--- src/verilog/i2c_tim_pkg.sv ---
package i2c_tim_pkg;
  // ==========================================
  // Bus geometry
  localparam int ADDR_W = 10;
  localparam int IDX_W = 8;
  localparam int BYTE_W = 8;
  localparam int CNT_W = 8;
  // ==========================================
  // Register indices, byte address is four times the index
  localparam logic [IDX_W-1:0] IDX_CONTROL_B = 8'h04;
  localparam logic [IDX_W-1:0] IDX_SCL_TIMING = 8'h0C;
  localparam logic [IDX_W-1:0] IDX_IRQ_EN_CLR = 8'h14;
  localparam logic [IDX_W-1:0] IDX_IRQ_EN_SET = 8'h16;
  localparam logic [IDX_W-1:0] IDX_IRQ_FLAGS = 8'h18;
  localparam logic [IDX_W-1:0] IDX_BUS_STATUS = 8'h1A;
  localparam logic [IDX_W-1:0] IDX_DATA = 8'h20;
  localparam logic [IDX_W-1:0] IDX_ADDR = 8'h24;
  // ==========================================
  // Timing fields
  localparam int FAST_LOW_LSB = 24;
  localparam int FAST_HIGH_LSB = 16;
  localparam int STD_LOW_LSB = 8;
  localparam int STD_HIGH_LSB = 0;
  localparam logic [31:0] RST_TIMING = 32'h0000_0000;
  // ==========================================
  // Flag and enable layout
  localparam int FLAG_HOST = 0;
  localparam int FLAG_CLIENT = 1;
  localparam int FLAG_ERROR = 7;
  localparam logic [7:0] FLAG_MASK = 8'h83;
  localparam logic [7:0] RST_FLAGS = 8'h00;
  localparam logic [7:0] RST_EN = 8'h00;
  // ==========================================
  // Status layout
  localparam int ST_BUS_ERROR_FLAG = 0;
  localparam int ST_ARB = 1;
  localparam int ST_RXNACK = 2;
  localparam int ST_BUSSTATE = 4;
  localparam int ST_LOWTO = 6;
  localparam int ST_CLKHOLD = 7;
  localparam int ST_HOSTTO = 8;
  localparam int ST_CLIENTTO = 9;
  localparam int ST_LENGTH_ERROR = 10;
  localparam logic [15:0] ST_STICKY = 16'h0743;
  localparam logic [15:0] RST_STATUS = 16'h0000;
  // ==========================================
  // Control B layout
  localparam int CB_SMART = 8;
  localparam int CB_CMD = 16;
  localparam int CB_ACKACT = 18;
  localparam logic [1:0] CMD_NONE = 2'h0;
  typedef enum logic [1:0] {SCL_IDLE, SCL_LOW, SCL_HIGH, SCL_FREE} scl_state_t;
endpackage

--- src/verilog/i2c_host_timing_irq.sv ---
`timescale 1ns/1ps
module i2c_host_timing_irq (
  // Clock and reset
  input wire logic clk,
  input wire logic rst_b,
  // Avalon-MM slave
  input wire logic [i2c_tim_pkg::ADDR_W-1:0] avs_address,
  input wire logic avs_read,
  input wire logic avs_write,
  input wire logic [31:0] avs_writedata,
  input wire logic [3:0] avs_byteenable,
  output logic [31:0] avs_readdata,
  output logic avs_waitrequest,
  // Interrupt
  output logic irq,
  // SCL pin
  input wire logic scl_in,
  output logic scl_out,
  output logic scl_oe,
  // Byte engine status, same clock
  input wire logic run_req,
  input wire logic fast_mode,
  input wire logic byte_rx_done,
  input wire logic byte_tx_done,
  input wire logic nack_arb_lost,
  input wire logic start_unknown,
  input wire logic ev_length_error,
  input wire logic ev_client_stretch_timeout,
  input wire logic ev_host_stretch_timeout,
  input wire logic ev_scl_low_timeout,
  input wire logic ev_arbitration_lost,
  input wire logic ev_bus_error,
  input wire logic rx_nack,
  input wire logic [1:0] bus_state,
  input wire logic [7:0] rx_data,
  // Requests to the byte engine
  output logic resume_go,
  output logic ack_go,
  output logic ack_nack,
  output logic cmd_go,
  output logic [1:0] cmd_code,
  output logic addr_go,
  output logic [7:0] addr_value,
  output logic data_go,
  output logic [7:0] data_value
);
  import i2c_tim_pkg::*;

  typedef struct packed {
    scl_state_t st;
    logic [CNT_W-1:0] cnt;
    logic [31:0] timing;
    logic [7:0] en;
    logic [7:0] flags;
    logic [15:0] status;
    logic smart;
    logic ack_act;
    logic hold;
    logic waitreq;
    logic [31:0] rdata;
    logic irq;
    logic scl_oe;
    logic resume;
    logic ack_go;
    logic ack_nack;
    logic cmd_go;
    logic [1:0] cmd;
    logic addr_go;
    logic [7:0] addr;
    logic data_go;
    logic [7:0] data;
  } state_t;

  state_t s_ff;
  state_t nxt_s;
  logic scl_sync;
  logic wr_acc;
  logic rd_acc;
  logic [IDX_W-1:0] idx;
  logic [15:0] st_set;
  logic client_set;
  logic host_set;
  logic arb_now;
  logic cmd_valid;
  logic rel;
  logic [7:0] fast_low;
  logic [7:0] fast_high;
  logic [7:0] std_low;
  logic [7:0] std_high;
  logic [CNT_W-1:0] low_len;
  logic [CNT_W-1:0] high_len;

  pin_sync u_scl_sync (
    .clk(clk),
    .rst_b(rst_b),
    .pin(scl_in),
    .level(scl_sync)
  );

  // ==========================================
  // Decode and events
  // A request is taken only in the single cycle that waitrequest is low
  assign wr_acc = avs_write & ~s_ff.waitreq;
  assign rd_acc = avs_read & ~s_ff.waitreq;
  assign idx = avs_address[ADDR_W-1:2];

  always_comb begin
    st_set = RST_STATUS;
    st_set[ST_LENGTH_ERROR] = ev_length_error;
    st_set[ST_CLIENTTO] = ev_client_stretch_timeout;
    st_set[ST_HOSTTO] = ev_host_stretch_timeout;
    st_set[ST_LOWTO] = ev_scl_low_timeout;
    st_set[ST_ARB] = ev_arbitration_lost;
    st_set[ST_BUS_ERROR_FLAG] = ev_bus_error;
  end

  assign client_set = byte_rx_done & ~ev_arbitration_lost & ~ev_bus_error;
  assign host_set = byte_tx_done | nack_arb_lost | start_unknown;
  assign arb_now = s_ff.status[ST_ARB] | ev_arbitration_lost;
  // Commands only count while one of the on-bus flags is up
  assign cmd_valid = wr_acc && idx == IDX_CONTROL_B && avs_byteenable[2]
    && avs_writedata[CB_CMD+:2] != CMD_NONE
    && (s_ff.flags[FLAG_CLIENT] | s_ff.flags[FLAG_HOST]);
  assign rel = (wr_acc && idx == IDX_ADDR && avs_byteenable[0])
    | (wr_acc && idx == IDX_DATA && avs_byteenable[0])
    | (rd_acc && idx == IDX_DATA && s_ff.smart)
    | cmd_valid;

  // ==========================================
  // Phase lengths, counted down to zero so a value N lasts N plus one cycles
  assign fast_low = s_ff.timing[FAST_LOW_LSB+:BYTE_W];
  assign fast_high = s_ff.timing[FAST_HIGH_LSB+:BYTE_W];
  assign std_low = s_ff.timing[STD_LOW_LSB+:BYTE_W];
  assign std_high = s_ff.timing[STD_HIGH_LSB+:BYTE_W];
  assign low_len = fast_mode ? ((fast_low != 8'h00) ? fast_low : fast_high)
    : ((std_low != 8'h00) ? std_low : std_high);
  assign high_len = fast_mode ? fast_high : std_high;

  always_comb begin
    logic [31:0] rd;
    logic [7:0] flag_clr;
    logic [7:0] flag_set;
    logic [15:0] st_clr;
    rd = 32'h0000_0000;
    flag_clr = 8'h00;
    flag_set = 8'h00;
    st_clr = 16'h0000;
    nxt_s = s_ff;
    nxt_s.resume = 1'b0;
    nxt_s.ack_go = 1'b0;
    nxt_s.cmd_go = 1'b0;
    nxt_s.addr_go = 1'b0;
    nxt_s.data_go = 1'b0;

    // ==========================================
    // Bus handshake: one wait cycle, then a one-cycle answer
    nxt_s.waitreq = ~((avs_read | avs_write) & s_ff.waitreq);
    if (avs_read && s_ff.waitreq) begin
      case (idx)
        IDX_CONTROL_B: begin
          rd[CB_SMART] = s_ff.smart;
          rd[CB_ACKACT] = s_ff.ack_act;
        end
        IDX_SCL_TIMING: rd = s_ff.timing;
        IDX_IRQ_EN_CLR, IDX_IRQ_EN_SET: rd[7:0] = s_ff.en;
        IDX_IRQ_FLAGS: rd[7:0] = s_ff.flags & FLAG_MASK;
        IDX_BUS_STATUS: begin
          rd[15:0] = s_ff.status & ST_STICKY;
          rd[ST_CLKHOLD] = s_ff.hold;
          rd[ST_BUSSTATE+:2] = bus_state;
          rd[ST_RXNACK] = rx_nack;
        end
        IDX_DATA: rd[7:0] = rx_data;
        IDX_ADDR: rd[7:0] = s_ff.addr;
        default: rd = 32'h0000_0000;
      endcase
      nxt_s.rdata = rd;
    end

    // ==========================================
    // Register writes, byte lanes honoured
    if (wr_acc) begin
      case (idx)
        IDX_CONTROL_B: begin
          if (avs_byteenable[1]) begin
            nxt_s.smart = avs_writedata[CB_SMART];
          end
          if (avs_byteenable[2]) begin
            nxt_s.ack_act = avs_writedata[CB_ACKACT];
          end
        end
        IDX_SCL_TIMING: begin
          for (int i = 0; i < 4; i++) begin
            if (avs_byteenable[i]) begin
              nxt_s.timing[i*BYTE_W+:BYTE_W] = avs_writedata[i*BYTE_W+:BYTE_W];
            end
          end
        end
        IDX_IRQ_EN_CLR: begin
          if (avs_byteenable[0]) begin
            nxt_s.en = s_ff.en & ~(avs_writedata[7:0] & FLAG_MASK);
          end
        end
        IDX_IRQ_EN_SET: begin
          if (avs_byteenable[0]) begin
            nxt_s.en = s_ff.en | (avs_writedata[7:0] & FLAG_MASK);
          end
        end
        IDX_IRQ_FLAGS: begin
          if (avs_byteenable[0]) begin
            flag_clr = avs_writedata[7:0] & FLAG_MASK;
          end
        end
        IDX_BUS_STATUS: begin
          if (avs_byteenable[0]) begin
            st_clr[7:0] = avs_writedata[7:0];
          end
          if (avs_byteenable[1]) begin
            st_clr[15:8] = avs_writedata[15:8];
          end
        end
        IDX_DATA: begin
          if (avs_byteenable[0]) begin
            nxt_s.data = avs_writedata[7:0];
            nxt_s.data_go = 1'b1;
          end
        end
        IDX_ADDR: begin
          if (avs_byteenable[0]) begin
            nxt_s.addr = avs_writedata[7:0];
            nxt_s.addr_go = 1'b1;
            // A new address starts a fresh transfer, old errors go
            st_clr = ST_STICKY;
          end
        end
        default: begin
        end
      endcase
    end

    // ==========================================
    // Commands and acknowledge action
    if (cmd_valid) begin
      nxt_s.cmd_go = 1'b1;
      nxt_s.cmd = avs_writedata[CB_CMD+:2];
      nxt_s.ack_go = 1'b1;
      nxt_s.ack_nack = avs_writedata[CB_ACKACT];
    end
    if (rd_acc && idx == IDX_DATA && s_ff.smart) begin
      nxt_s.ack_go = 1'b1;
      nxt_s.ack_nack = s_ff.ack_act;
    end

    // ==========================================
    // Flags: hardware set wins over any clear in the same cycle
    flag_set[FLAG_ERROR] = |st_set;
    flag_set[FLAG_CLIENT] = client_set;
    flag_set[FLAG_HOST] = host_set;
    if (rel) begin
      flag_clr[FLAG_CLIENT] = 1'b1;
      flag_clr[FLAG_HOST] = 1'b1;
    end
    nxt_s.flags = ((s_ff.flags & ~flag_clr) | flag_set) & FLAG_MASK;
    nxt_s.status = ((s_ff.status & ~st_clr) | st_set) & ST_STICKY;
    // Writing a flag clear never touches the stretch, only a release does
    nxt_s.hold = (s_ff.hold & ~rel) | client_set | (host_set & ~arb_now);
    nxt_s.resume = rel & s_ff.hold;
    nxt_s.irq = |(nxt_s.flags & nxt_s.en);

    // ==========================================
    // SCL phase engine
    case (s_ff.st)
      SCL_IDLE: begin
        nxt_s.scl_oe = 1'b0;
        if (run_req) begin
          nxt_s.st = SCL_LOW;
          nxt_s.cnt = low_len;
          nxt_s.scl_oe = 1'b1;
        end
      end
      SCL_LOW: begin
        nxt_s.scl_oe = 1'b1;
        if (s_ff.cnt != 8'h00) begin
          nxt_s.cnt = s_ff.cnt - 8'h01;
        end else if (!s_ff.hold) begin
          nxt_s.st = SCL_HIGH;
          nxt_s.cnt = high_len;
          nxt_s.scl_oe = 1'b0;
        end
      end
      SCL_HIGH: begin
        nxt_s.scl_oe = 1'b0;
        if (s_ff.cnt != 8'h00) begin
          nxt_s.cnt = s_ff.cnt - 8'h01;
        end else if (!scl_sync) begin
          // A client stretching SCL extends the high phase
          nxt_s.cnt = s_ff.cnt;
        end else if (run_req) begin
          nxt_s.st = SCL_LOW;
          nxt_s.cnt = low_len;
          nxt_s.scl_oe = 1'b1;
        end else begin
          nxt_s.st = SCL_FREE;
          nxt_s.cnt = std_high;
        end
      end
      SCL_FREE: begin
        nxt_s.scl_oe = 1'b0;
        if (s_ff.cnt != 8'h00) begin
          nxt_s.cnt = s_ff.cnt - 8'h01;
        end else begin
          nxt_s.st = SCL_IDLE;
        end
      end
      default: begin
        nxt_s.st = SCL_IDLE;
        nxt_s.scl_oe = 1'b0;
      end
    endcase
  end

  always_ff @(posedge clk or negedge rst_b) begin
    if (!rst_b) begin
      s_ff <= '{st: SCL_IDLE, cnt: 8'h00, timing: RST_TIMING, en: RST_EN,
        flags: RST_FLAGS, status: RST_STATUS, waitreq: 1'b1, rdata: 32'h0000_0000,
        default: 1'b0};
    end else begin
      s_ff <= nxt_s;
    end
  end

  assign avs_readdata = s_ff.rdata;
  assign avs_waitrequest = s_ff.waitreq;
  assign irq = s_ff.irq;
  assign scl_out = 1'b0;
  assign scl_oe = s_ff.scl_oe;
  assign resume_go = s_ff.resume;
  assign ack_go = s_ff.ack_go;
  assign ack_nack = s_ff.ack_nack;
  assign cmd_go = s_ff.cmd_go;
  assign cmd_code = s_ff.cmd;
  assign addr_go = s_ff.addr_go;
  assign addr_value = s_ff.addr;
  assign data_go = s_ff.data_go;
  assign data_value = s_ff.data;

  logic [8:0] low_run_ff;
  always_ff @(posedge clk or negedge rst_b) begin
    if (!rst_b) begin
      low_run_ff <= 9'h000;
    end else if (s_ff.st == SCL_LOW) begin
      low_run_ff <= low_run_ff + 9'h001;
    end else begin
      low_run_ff <= 9'h000;
    end
  end
endmodule

--- src/verilog/pin_sync.sv ---
`timescale 1ns/1ps
module pin_sync (
  // Clock and reset
  input wire logic clk,
  input wire logic rst_b,
  // Pin level
  input wire logic pin,
  output logic level
);
  logic meta_ff;

  // Idle I2C lines float high, so both stages reset high
  always_ff @(posedge clk or negedge rst_b) begin
    if (!rst_b) begin
      meta_ff <= 1'b1;
      level <= 1'b1;
    end else begin
      meta_ff <= pin;
      level <= meta_ff;
    end
  end
endmodule

--- config.mk ---
export PLATFORM = sky130hd
export DESIGN_NAME = i2c_host_timing_irq
export DESIGN_NICKNAME = d
export VERILOG_FILES = /design/src/verilog/i2c_tim_pkg.sv /design/src/verilog/i2c_host_timing_irq.sv /design/src/verilog/pin_sync.sv
export SDC_FILE = /design/constraint.sdc
export NUM_CORES = 1
export LEC_CHECK = 0
export BUFFER_PORTS_ARGS = -buffer_cell sky130_fd_sc_hd__buf_2
export CAP_MARGIN = 20
export CORE_MARGIN = 3
export CORE_UTILIZATION = 40
export CTS_CLUSTER_DIAMETER = 80
export DETAILED_ROUTE_END_ITERATION = 12
export GPL_TIMING_DRIVEN = 0
export REMOVE_ABC_BUFFERS = 1
export SYNTH_ARGS = -nofsm -noshare
export SYNTH_HDL_FRONTEND = slang
export SYNTH_SLANG_ARGS = --single-unit
export TNS_END_PERCENT = 20
--- constraint.sdc ---
create_clock -name clk -period 4.76 [get_ports clk]
set_input_delay 0.476 -clock clk [delete_from_list [all_inputs] [get_ports clk]]
set_output_delay 0.476 -clock clk [all_outputs]
set_load 0.01 [all_outputs]
# Yosys cells after proc, flatten, opt, wreduce, memory -nomap -nowiden
# Cells that the tools add are included.
# Widths: inputs -> output; s select.
dict set report word_totals {
  regBits 123
  out_inout_bits 60
  inputBits 74
  elab_cells 160
  latch_bits 0
  mem_bits_rw 0
  n_memories 0
  mem_bits_ro 0
}
dict set report classes {
  reduce_logical 30
  multipliers 0
  n_div 0
  n_lt_le_gt_ge 0
  add_sub_neg 1
  n_eq_ne 20
  bitwise_logic 34
  shift 0
  mux 48
}
# cell count
set op_table {}
lappend op_table {{$mux 8} 15}
lappend op_table {{$pmux 8 s6} 1}
lappend op_table {{$pmux 10 s4} 1}
lappend op_table {{$mux 9} 4}
lappend op_table {{$eq 8x5->1 const B} 4}
lappend op_table {{$mux 10} 3}
lappend op_table {{$and 8x8->8} 3}
lappend op_table {{$reduce_and 3->1} 8}
lappend op_table {{$reduce_bool 8->1} 3}
lappend op_table {{$mux 11} 2}
lappend op_table {{$pmux 11 s2} 1}
lappend op_table {{$mux 18} 1}
lappend op_table {{$eq 8x6->1 const B} 2}
lappend op_table {{$not 8->8} 2}
lappend op_table {{$or 8x8->8} 2}
lappend op_table {{$pmux 8 s2} 1}
lappend op_table {{$mux 2} 7}
lappend op_table {{$pmux 7 s2} 1}
lappend op_table {{$mux 13} 1}
lappend op_table {{$ne 2x2->1 const B} 6}
lappend op_table {{$and 11x11->11} 1}
lappend op_table {{$logic_and 1x1->1} 11}
lappend op_table {{$not 11->11} 1}
lappend op_table {{$or 11x11->11} 1}
lappend op_table {{other kinds (24)} 51}

# Depth between registers and ports, before layout
# Gate-level depths: netlist (run 1).
dict set report logic_depth {
  depth_word 13
  mapped_depth 8
  mapped_depth_nobuf 7
}

# Hierarchy
# From an unflattened synthesis (run 1), not the netlist that was laid out.
dict set report unflattened {
  cells_unflattened 630
  area_unflattened_um2 6416.2
}
# mod seq_area_each_um2 n_inst cells_per_inst area_per_inst_um2
set modules_own_cells {}
lappend modules_own_cells {i2c_host_timing_irq 2904.0 1 628 6363.6}
lappend modules_own_cells {pin_sync 52.6 1 2 52.6}

# Worst setup path before layout (run 1)
# Ideal clock, no wire load.
dict set report synth_timing {
  path_kind {reg-to-reg}
  from {reg s_ff[126] (netlist bit)}
  to {reg s_ff[132] (netlist bit)}
  period_less_slack_ns 2.017
  path_stages_with_launch 9
  setup_slack_ns 2.743
  arrival_time_ns 1.895
  required_time_ns 4.638
  setup_time_ns 0.122
  path_buffers 1
  cell_sequence {dfrtp_1 > inv_1 > ha_1 > nor3b_1 > nand2_1 > buf_2 > a2111oi_0 > o21ai_0 > a32o_1}
}
dict set report synth_between {
  elab_chain_cells 3
  elab_cells_between_ends 10
  cone_classes {add/sub: 1; eq/ne: 3; mux: 4; reduce/logical: 2}
}
# item line
set synth_rtl {}
lappend synth_rtl {{start, declared} i2c_host_timing_irq.sv:74} ;# state_t s_ff;
lappend synth_rtl {{start signal, assigned} i2c_host_timing_irq.sv:324} ;# s_ff <= '{st: SCL_IDLE, cnt: 8'h00, timing: RST_TIMING, en: RST_EN,
lappend synth_rtl {{start signal, assigned} i2c_host_timing_irq.sv:328} ;# s_ff <= nxt_s;
lappend synth_rtl {{$sub 8x1->8 or $reduce_bool 8->1 (tied branches)} --}
lappend synth_rtl {{$mux 8, or another cell as far along} i2c_host_timing_irq.sv:309} ;# if (s_ff.cnt != 8'h00) begin
lappend synth_rtl {{$pmux 10 s4 or $reduce_and 4->1 (tied branches)} --}
# Parallel ways exist; a longest one is shown, timed or not. The select of a mux whose other input is x is not followed.
# A chain may end at the register's enable or synchronous reset.

==> impl_metrics.tcl, run 1 <==
set metrics [dict create \
    yosys_most_used_dff "dfrtp_1" \
    chipWidth_um 131 \
    die_y_um 131 \
    vdd_ir_drop_max_mv 0.234 \
    antenna_cells 0 \
    grt_max_degree 66 \
    io_buffers 130 \
    cts_setup_buffers 0 \
    cp.arrival_ns 3.00 \
    reg2reg_from "s_ff[126]" \
    place_congestion 0.874 \
    avgRoutedWirePerCell_um 19.4 \
    hold_viol 0 \
    finalClockSkew_ns 0.00922 \
    n_fill_cell 1386 \
    routed_wl_um 17000 \
    viasPerCell 5.65 \
    rsz0062_at_grt "no" \
    r2r_cells 7 \
    worst_slack_ns 2.06 \
    clkTransAtPathRegs_ns 0.05 \
    maxCapViolCount 0 \
    timing.hold.ws_ns 0.0322 \
    dp_hpwl_um 12500 \
    cp-end-kind "register" \
    clk_latency_ns 0.41 \
    area_growth_pct 17.9 \
    cellPowerDensity_mw_per_mm2 351 \
    crit_path_end "s_ff[72]" \
    syn_avg_cell_area_um2 10.2 \
    postLayoutCoreUtil_pct 49.2 \
    finalCritPeriodShare_pct 56.7 \
    startpoint "avs_address[7]" \
    slew_headroom_pct 31.8 \
    slew_violations 0 \
    syn_inst 607 \
    numCtsBuffers 17 \
    synth_enable_flop_cells 0 \
    grt_pass1_wl_um 26700 \
    outcome "complete, no violations" \
    grtUsageTotal_pct 20.5 \
    synth_top_area_share_pct 46.4 \
    ys_warn_count 0 \
    min_path_type "in -> async" \
    drt_iter0_markers 320 \
    clock_path_buffers 2 \
    core_mm2 0.0149 \
    tightest_slew_ns 1.01 \
    synth-seq-area-share_pct 47.6 \
    critPathRequiredTime_ns 5.06 \
    finalSetupTns_ns 0 \
    synth_cell_types 76 \
    drt_first_pass_iters 5 \
    drc_errors 0 \
    cts_tree "done" \
    dr_total_vias 4969 \
    r2r_slack_ns 2.28 \
    hold_buffers 0 \
    syn_area_mm2 0.00621 \
    antenna_found_initial 2 \
    cts_resized 0 \
    ant_nets 0 \
    root_buffer "clkbuf_16" \
    initial_core_util_pct 41.8 \
    ys_ff_latch 118 \
    drive_gt1_share_pct 33.7 \
    grt_pass1_vias 4981 \
    synthTopCellsByArea "dfrtp_1 46%, mux2_2 9.3%, buf_4 6.2%" \
    r2r-end "s_ff[132]" \
    post-place-ws_ns 1.70 \
    critical_path_class "in -> reg" \
    top_level_ports 134 \
    startpoint_type "input port" \
    clock.fmax_ghz 0.371 \
    synthArstFlopShare_pct 100 \
    htree_levels 4 \
    dieArea_mm2 0.0170 \
    critPathMaxFanout 14 \
    cts.sinks 118 \
    finalSetupViolations 0 \
    fin_nets 757 \
    overflow 0 \
    synth_top_area_cell "dfrtp_1" \
    rows 44 \
    period_needed_ns 2.70 \
    leakagePower_nw 3.62 \
]
## synthesized netlist by cell type (9+ instances only)
cell type,count
nand2_1,81
nor2b_1,12
nor2_1,20
o21ai_0,20
buf_2,9
nand3_1,36
a21oi_1,27
buf_4,51
clkbuf_1,14
a22o_1,11
dfrtp_1,115
mux2_2,51
## kinds of logic after synthesis
logic type	after synthesis	synth area share (%)
adder cells (fa/ha/maj)	1	0.202
buffers and inverters	87	8.55
AO/OA/AOI/OAI	125	14.6
multiplexers	54	9.74
flip-flops	118	47.6
other	1	0.0604
AND/OR/NAND/NOR	216	18.5
XOR/XNOR	5	0.706
## state kept, by name, summed over array words and instances, names as in the netlist, 2 cells and up
name and flops:
addr_value 8, avs_readdata 32, cmd_code 2, data_value 8, fast_high 8, fast_low 8
s_ff 41
## worst min path at each step
stage | from | endpoint | slack (ns) | cells after the start
after floorplan | rst_b | ack_go | 0.18 | 0
after global placement | u_scl_sync.meta_ff | u_scl_sync.level | 0.36 | 0
after detailed placement | u_scl_sync.meta_ff | u_scl_sync.level | 0.35 | 0
after CTS | rst_b | avs_readdata[18] | 0.05 | 1
after global routing | rst_b | s_ff[127] | 0.06 | 1
final | rst_b | avs_readdata[23] | 0.03 | 1
## worst max-delay path, stage by stage
cell	delay, ns
buf_2	0.11
nor4b_2	0.83
nor3b_2	0.93
and3_1	0.34
nand2_1	0.07
a31o_2	0.23
## metrics by stage
stage                     std cells  power, mW  instance area [µm²]
after floorplan                 530       1.10                 5710
after global placement          844       1.19                 6600
after detailed placement        847       1.21                 6680
after CTS                       879       2.59                 7320
after global routing            879       2.66                 7320
final                           879       2.57                 7320
## placed cells by master (no fill, tap or decap), types with 5 or more instances in the layout
cell type,Yosys,layout
a222oi_1,8,8
and3b_1,5,5
a22oi_1,6,6
clkbuf_16,0,17
nor3_1,8,8
nand3_1,36,36
nand4_1,6,6
inv_1,8,8
a31oi_1,5,5
nor2b_1,12,12
nor4_1,5,5
a21oi_1,27,27
nor2_1,20,20
mux2_2,51,51
nor3b_1,6,5
nand2b_1,5,5
a22o_1,11,11
buf_2,9,129
a311oi_1,8,8
o21ai_0,20,20
nand2_1,81,81
dfrtp_1,115,115
## layer usage
metal  part of all wire, %  track usage, %  vias up
li1                      -               -     2338
met1                    45            27.3     2452
met2                    48            32.6      157
met3                   6.1            6.22       18
met4                   1.0            5.32        4
met5                  0.12               0        -
## report_power, final
| part | leakage (nW) | switching [mW] | internal, mW |
|---|---|---|---|
| Clock | 0.310 | 0.459 | 0.919 |
| Sequential | 1.54 | 0.0139 | 1.02 |
| Combinational | 1.77 | 0.0963 | 0.0586 |
## cell type report
type,instances,area (µm²),share of cell area [%]
multi-input cells,402,2730,37.2
clock inverters,11,171,2.34
inverters,10,38.8,0.530
well taps,184,230,3.15
clock buffers,21,470,6.43
repair buffers,133,727,9.93
flip-flops and latches,118,2960,40.4
Note: power is estimated with default switching activity, not from simulation.
==> inputs of run 2 (changes only) <==
Clock period 4.76 ns to 2.2 ns, I/O delays scaled along.
==> run 2 against run 1 <==
- core utilization increased by 1.0 points
- global-route usage about the same
- via count increased by 0.78%
- clock power increased by 120%
- clock skew decreased by 0.00089 ns
- flip-flop and latch count unchanged
- sequential share of layout area decreased by 0.76 points
- critical path depth increased by 1
- largest power group unchanged
- highest routed layer unchanged
==> impl_metrics.tcl, run 2 (synthesis results as in run 1) <==
set metrics [dict create \
    outcome "complete, no violations" \
    finalNonFillerCells 885 \
    clk_latency_ns 0.41 \
    vdd_ir_drop_max_mv 0.504 \
    slew_violations 0 \
    drt_iter0_markers 370 \
    final_common_cell "buf_2" \
    r2r_cells 7 \
    n_fill_cell 1367 \
    cp-end-kind "register" \
    dr_total_vias 5008 \
    antenna_cells 0 \
    min_path_type "in -> reg" \
    finalClockSkew_ns 0.00833 \
    drt_first_pass_iters 5 \
    min_path_cells 2 \
    timing.hold.ws_ns 0.0130 \
    finalCritPeriodShare_pct 97.2 \
    top_register "s_ff" \
    cts.sinks 118 \
    most-common-layout-cells "129 x buf_2, 111 x dfrtp_1, 80 x nand2_1" \
    r2r_slack_ns 0.06 \
    period_needed_ns 2.14 \
    die_y_um 131 \
    viasPerCell 5.66 \
    place_area_mm2 0.00668 \
    grtUsageTotal_pct 20.5 \
    cts_tree "done" \
    grt_max_degree 66 \
    root_buffer "clkbuf_16" \
    cellPowerDensity_mw_per_mm2 744 \
    io_buffers 130 \
    r2r-end "s_ff[131]" \
    dp_hpwl_um 12500 \
    ant_nets 0 \
    clock.fmax_ghz 0.467 \
    initial_core_util_pct 41.8 \
    avgRoutedWirePerCell_um 19.3 \
    grt_pass1_vias 4996 \
    critical_path_class "reg -> reg" \
    dp_cells 847 \
    numCtsBuffers 17 \
    leakagePower_nw 3.68 \
    finalSetupTns_ns 0 \
    grt_pass1_wl_um 26800 \
    core_mm2 0.0149 \
    critPathRequiredTime_ns 2.49 \
    tightest_slew_ns 0.734 \
    finalSetupViolations 0 \
    chipWidth_um 131 \
    final_area_mm2 0.00747 \
    top_level_ports 134 \
    rows 44 \
    clock_path_buffers 2 \
    drive_gt1_share_pct 35.9 \
    dieArea_mm2 0.0170 \
    postLayoutCoreUtil_pct 50.3 \
    htree_levels 4 \
    overflow 0 \
    startpoint_type "register" \
    min_to "s_ff[68]" \
    hold_viol 0 \
    clkTransAtPathRegs_ns 0.05 \
    hp-start "ev_scl_low_timeout" \
    routed_wl_um 17100 \
    place_congestion 0.874 \
    cp.arrival_ns 2.43 \
    slew_headroom_pct 51.1 \
    maxCapViolCount 0 \
    critPathMaxFanout 6 \
    area_growth_pct 20.4 \
    largest_reg_flops 41 \
    fin_nets 763 \
    reg2reg_from "s_ff[126]" \
    antenna_found_initial 2 \
    drc_errors 0 \
]
[run 2: changes by cell type in the layout (fill, tap and decap cells not counted), moves of 2 or more]
cell           before  now
nor4_1              5    3
dfrtp_1           115  111
dlygate4sd3_1       0    3
buf_4               0    3
dfrtp_2             0    4
nor3b_4             0    2
[run 2: worst max path at each step]
stage / from / endpoint / slack (ns) / cells past startpoint
finish: s_ff[126] / s_ff[131] / 0.06 / 7
global route: s_ff[132] / s_ff[132] / -0.003 / 5
CTS: s_ff[129] / s_ff[132] / -0.13 / 5
detailed placement: avs_address[7] / s_ff[72] / -0.60 / 6
global placement: avs_address[7] / avs_readdata[0] / -1.18 / 6
floorplan: avs_address[7] / s_ff[70] / -0.25 / 5
[run 2: power breakdown]
group	internal, mW	switching (mW)
sequential	2.21	0.0302
combinational	0.132	0.211
clock	1.99	0.992
total	4.33	1.23
[run 2: final cells by class]
type | count | area [µm²] | share of cell area [%]
Multi-Input combinational cell | 402 | 2820 | 37.7
Timing Repair Buffer | 139 | 779 | 10.4
Sequential cell | 118 | 2960 | 39.6
Inverter | 10 | 38.8 | 0.519
Tap cell | 184 | 230 | 3.08
Clock buffer | 21 | 470 | 6.30
Clock inverter | 11 | 171 | 2.29
[run 2: per-layer routing]
| layer | up-vias | GRT usage [%] | routed length (µm) | part of all wire (%) |
|---|---|---|---|---|
| met3 | 18 | 6.22 | 977 | 5.7 |
| met4 | 4 | 5.32 | 183 | 1.1 |
| met2 | 163 | 32.8 | 8240 | 48 |
| li1 | 2354 | - | - | - |
| met1 | 2469 | 27.3 | 7690 | 45 |
| met5 | - | 0 | 21 | 0.12 |
[run 2: timing repair]
item / CTS / global route
hold buffers: 3 / 0
pin swaps: 1 / 2
setup buffers: 0 / 3
resized for setup: 6 / 18
setup endpoints to repair: 17 / 47
endpoints found under the hold margin: 54 / 0
[run 2: per-stage QoR]
stage | worst slack, ns | total power, mW
after global placement | -1.18 | 2.59
after CTS | -0.127 | 5.61
after detailed placement | -0.600 | 2.61
after floorplan | -0.252 | 2.38
final | 0.0606 | 5.56
after global routing | -0.00330 | 5.76
[run 2: critical path: stages, from the launching register on]
cell	delay (ns)
dfrtp_2	0.44
inv_2	0.09
ha_4	0.16
or3b_4	0.43
o41a_4	0.53
and2_0	0.16
o21ai_1	0.13
nand3_1	0.08
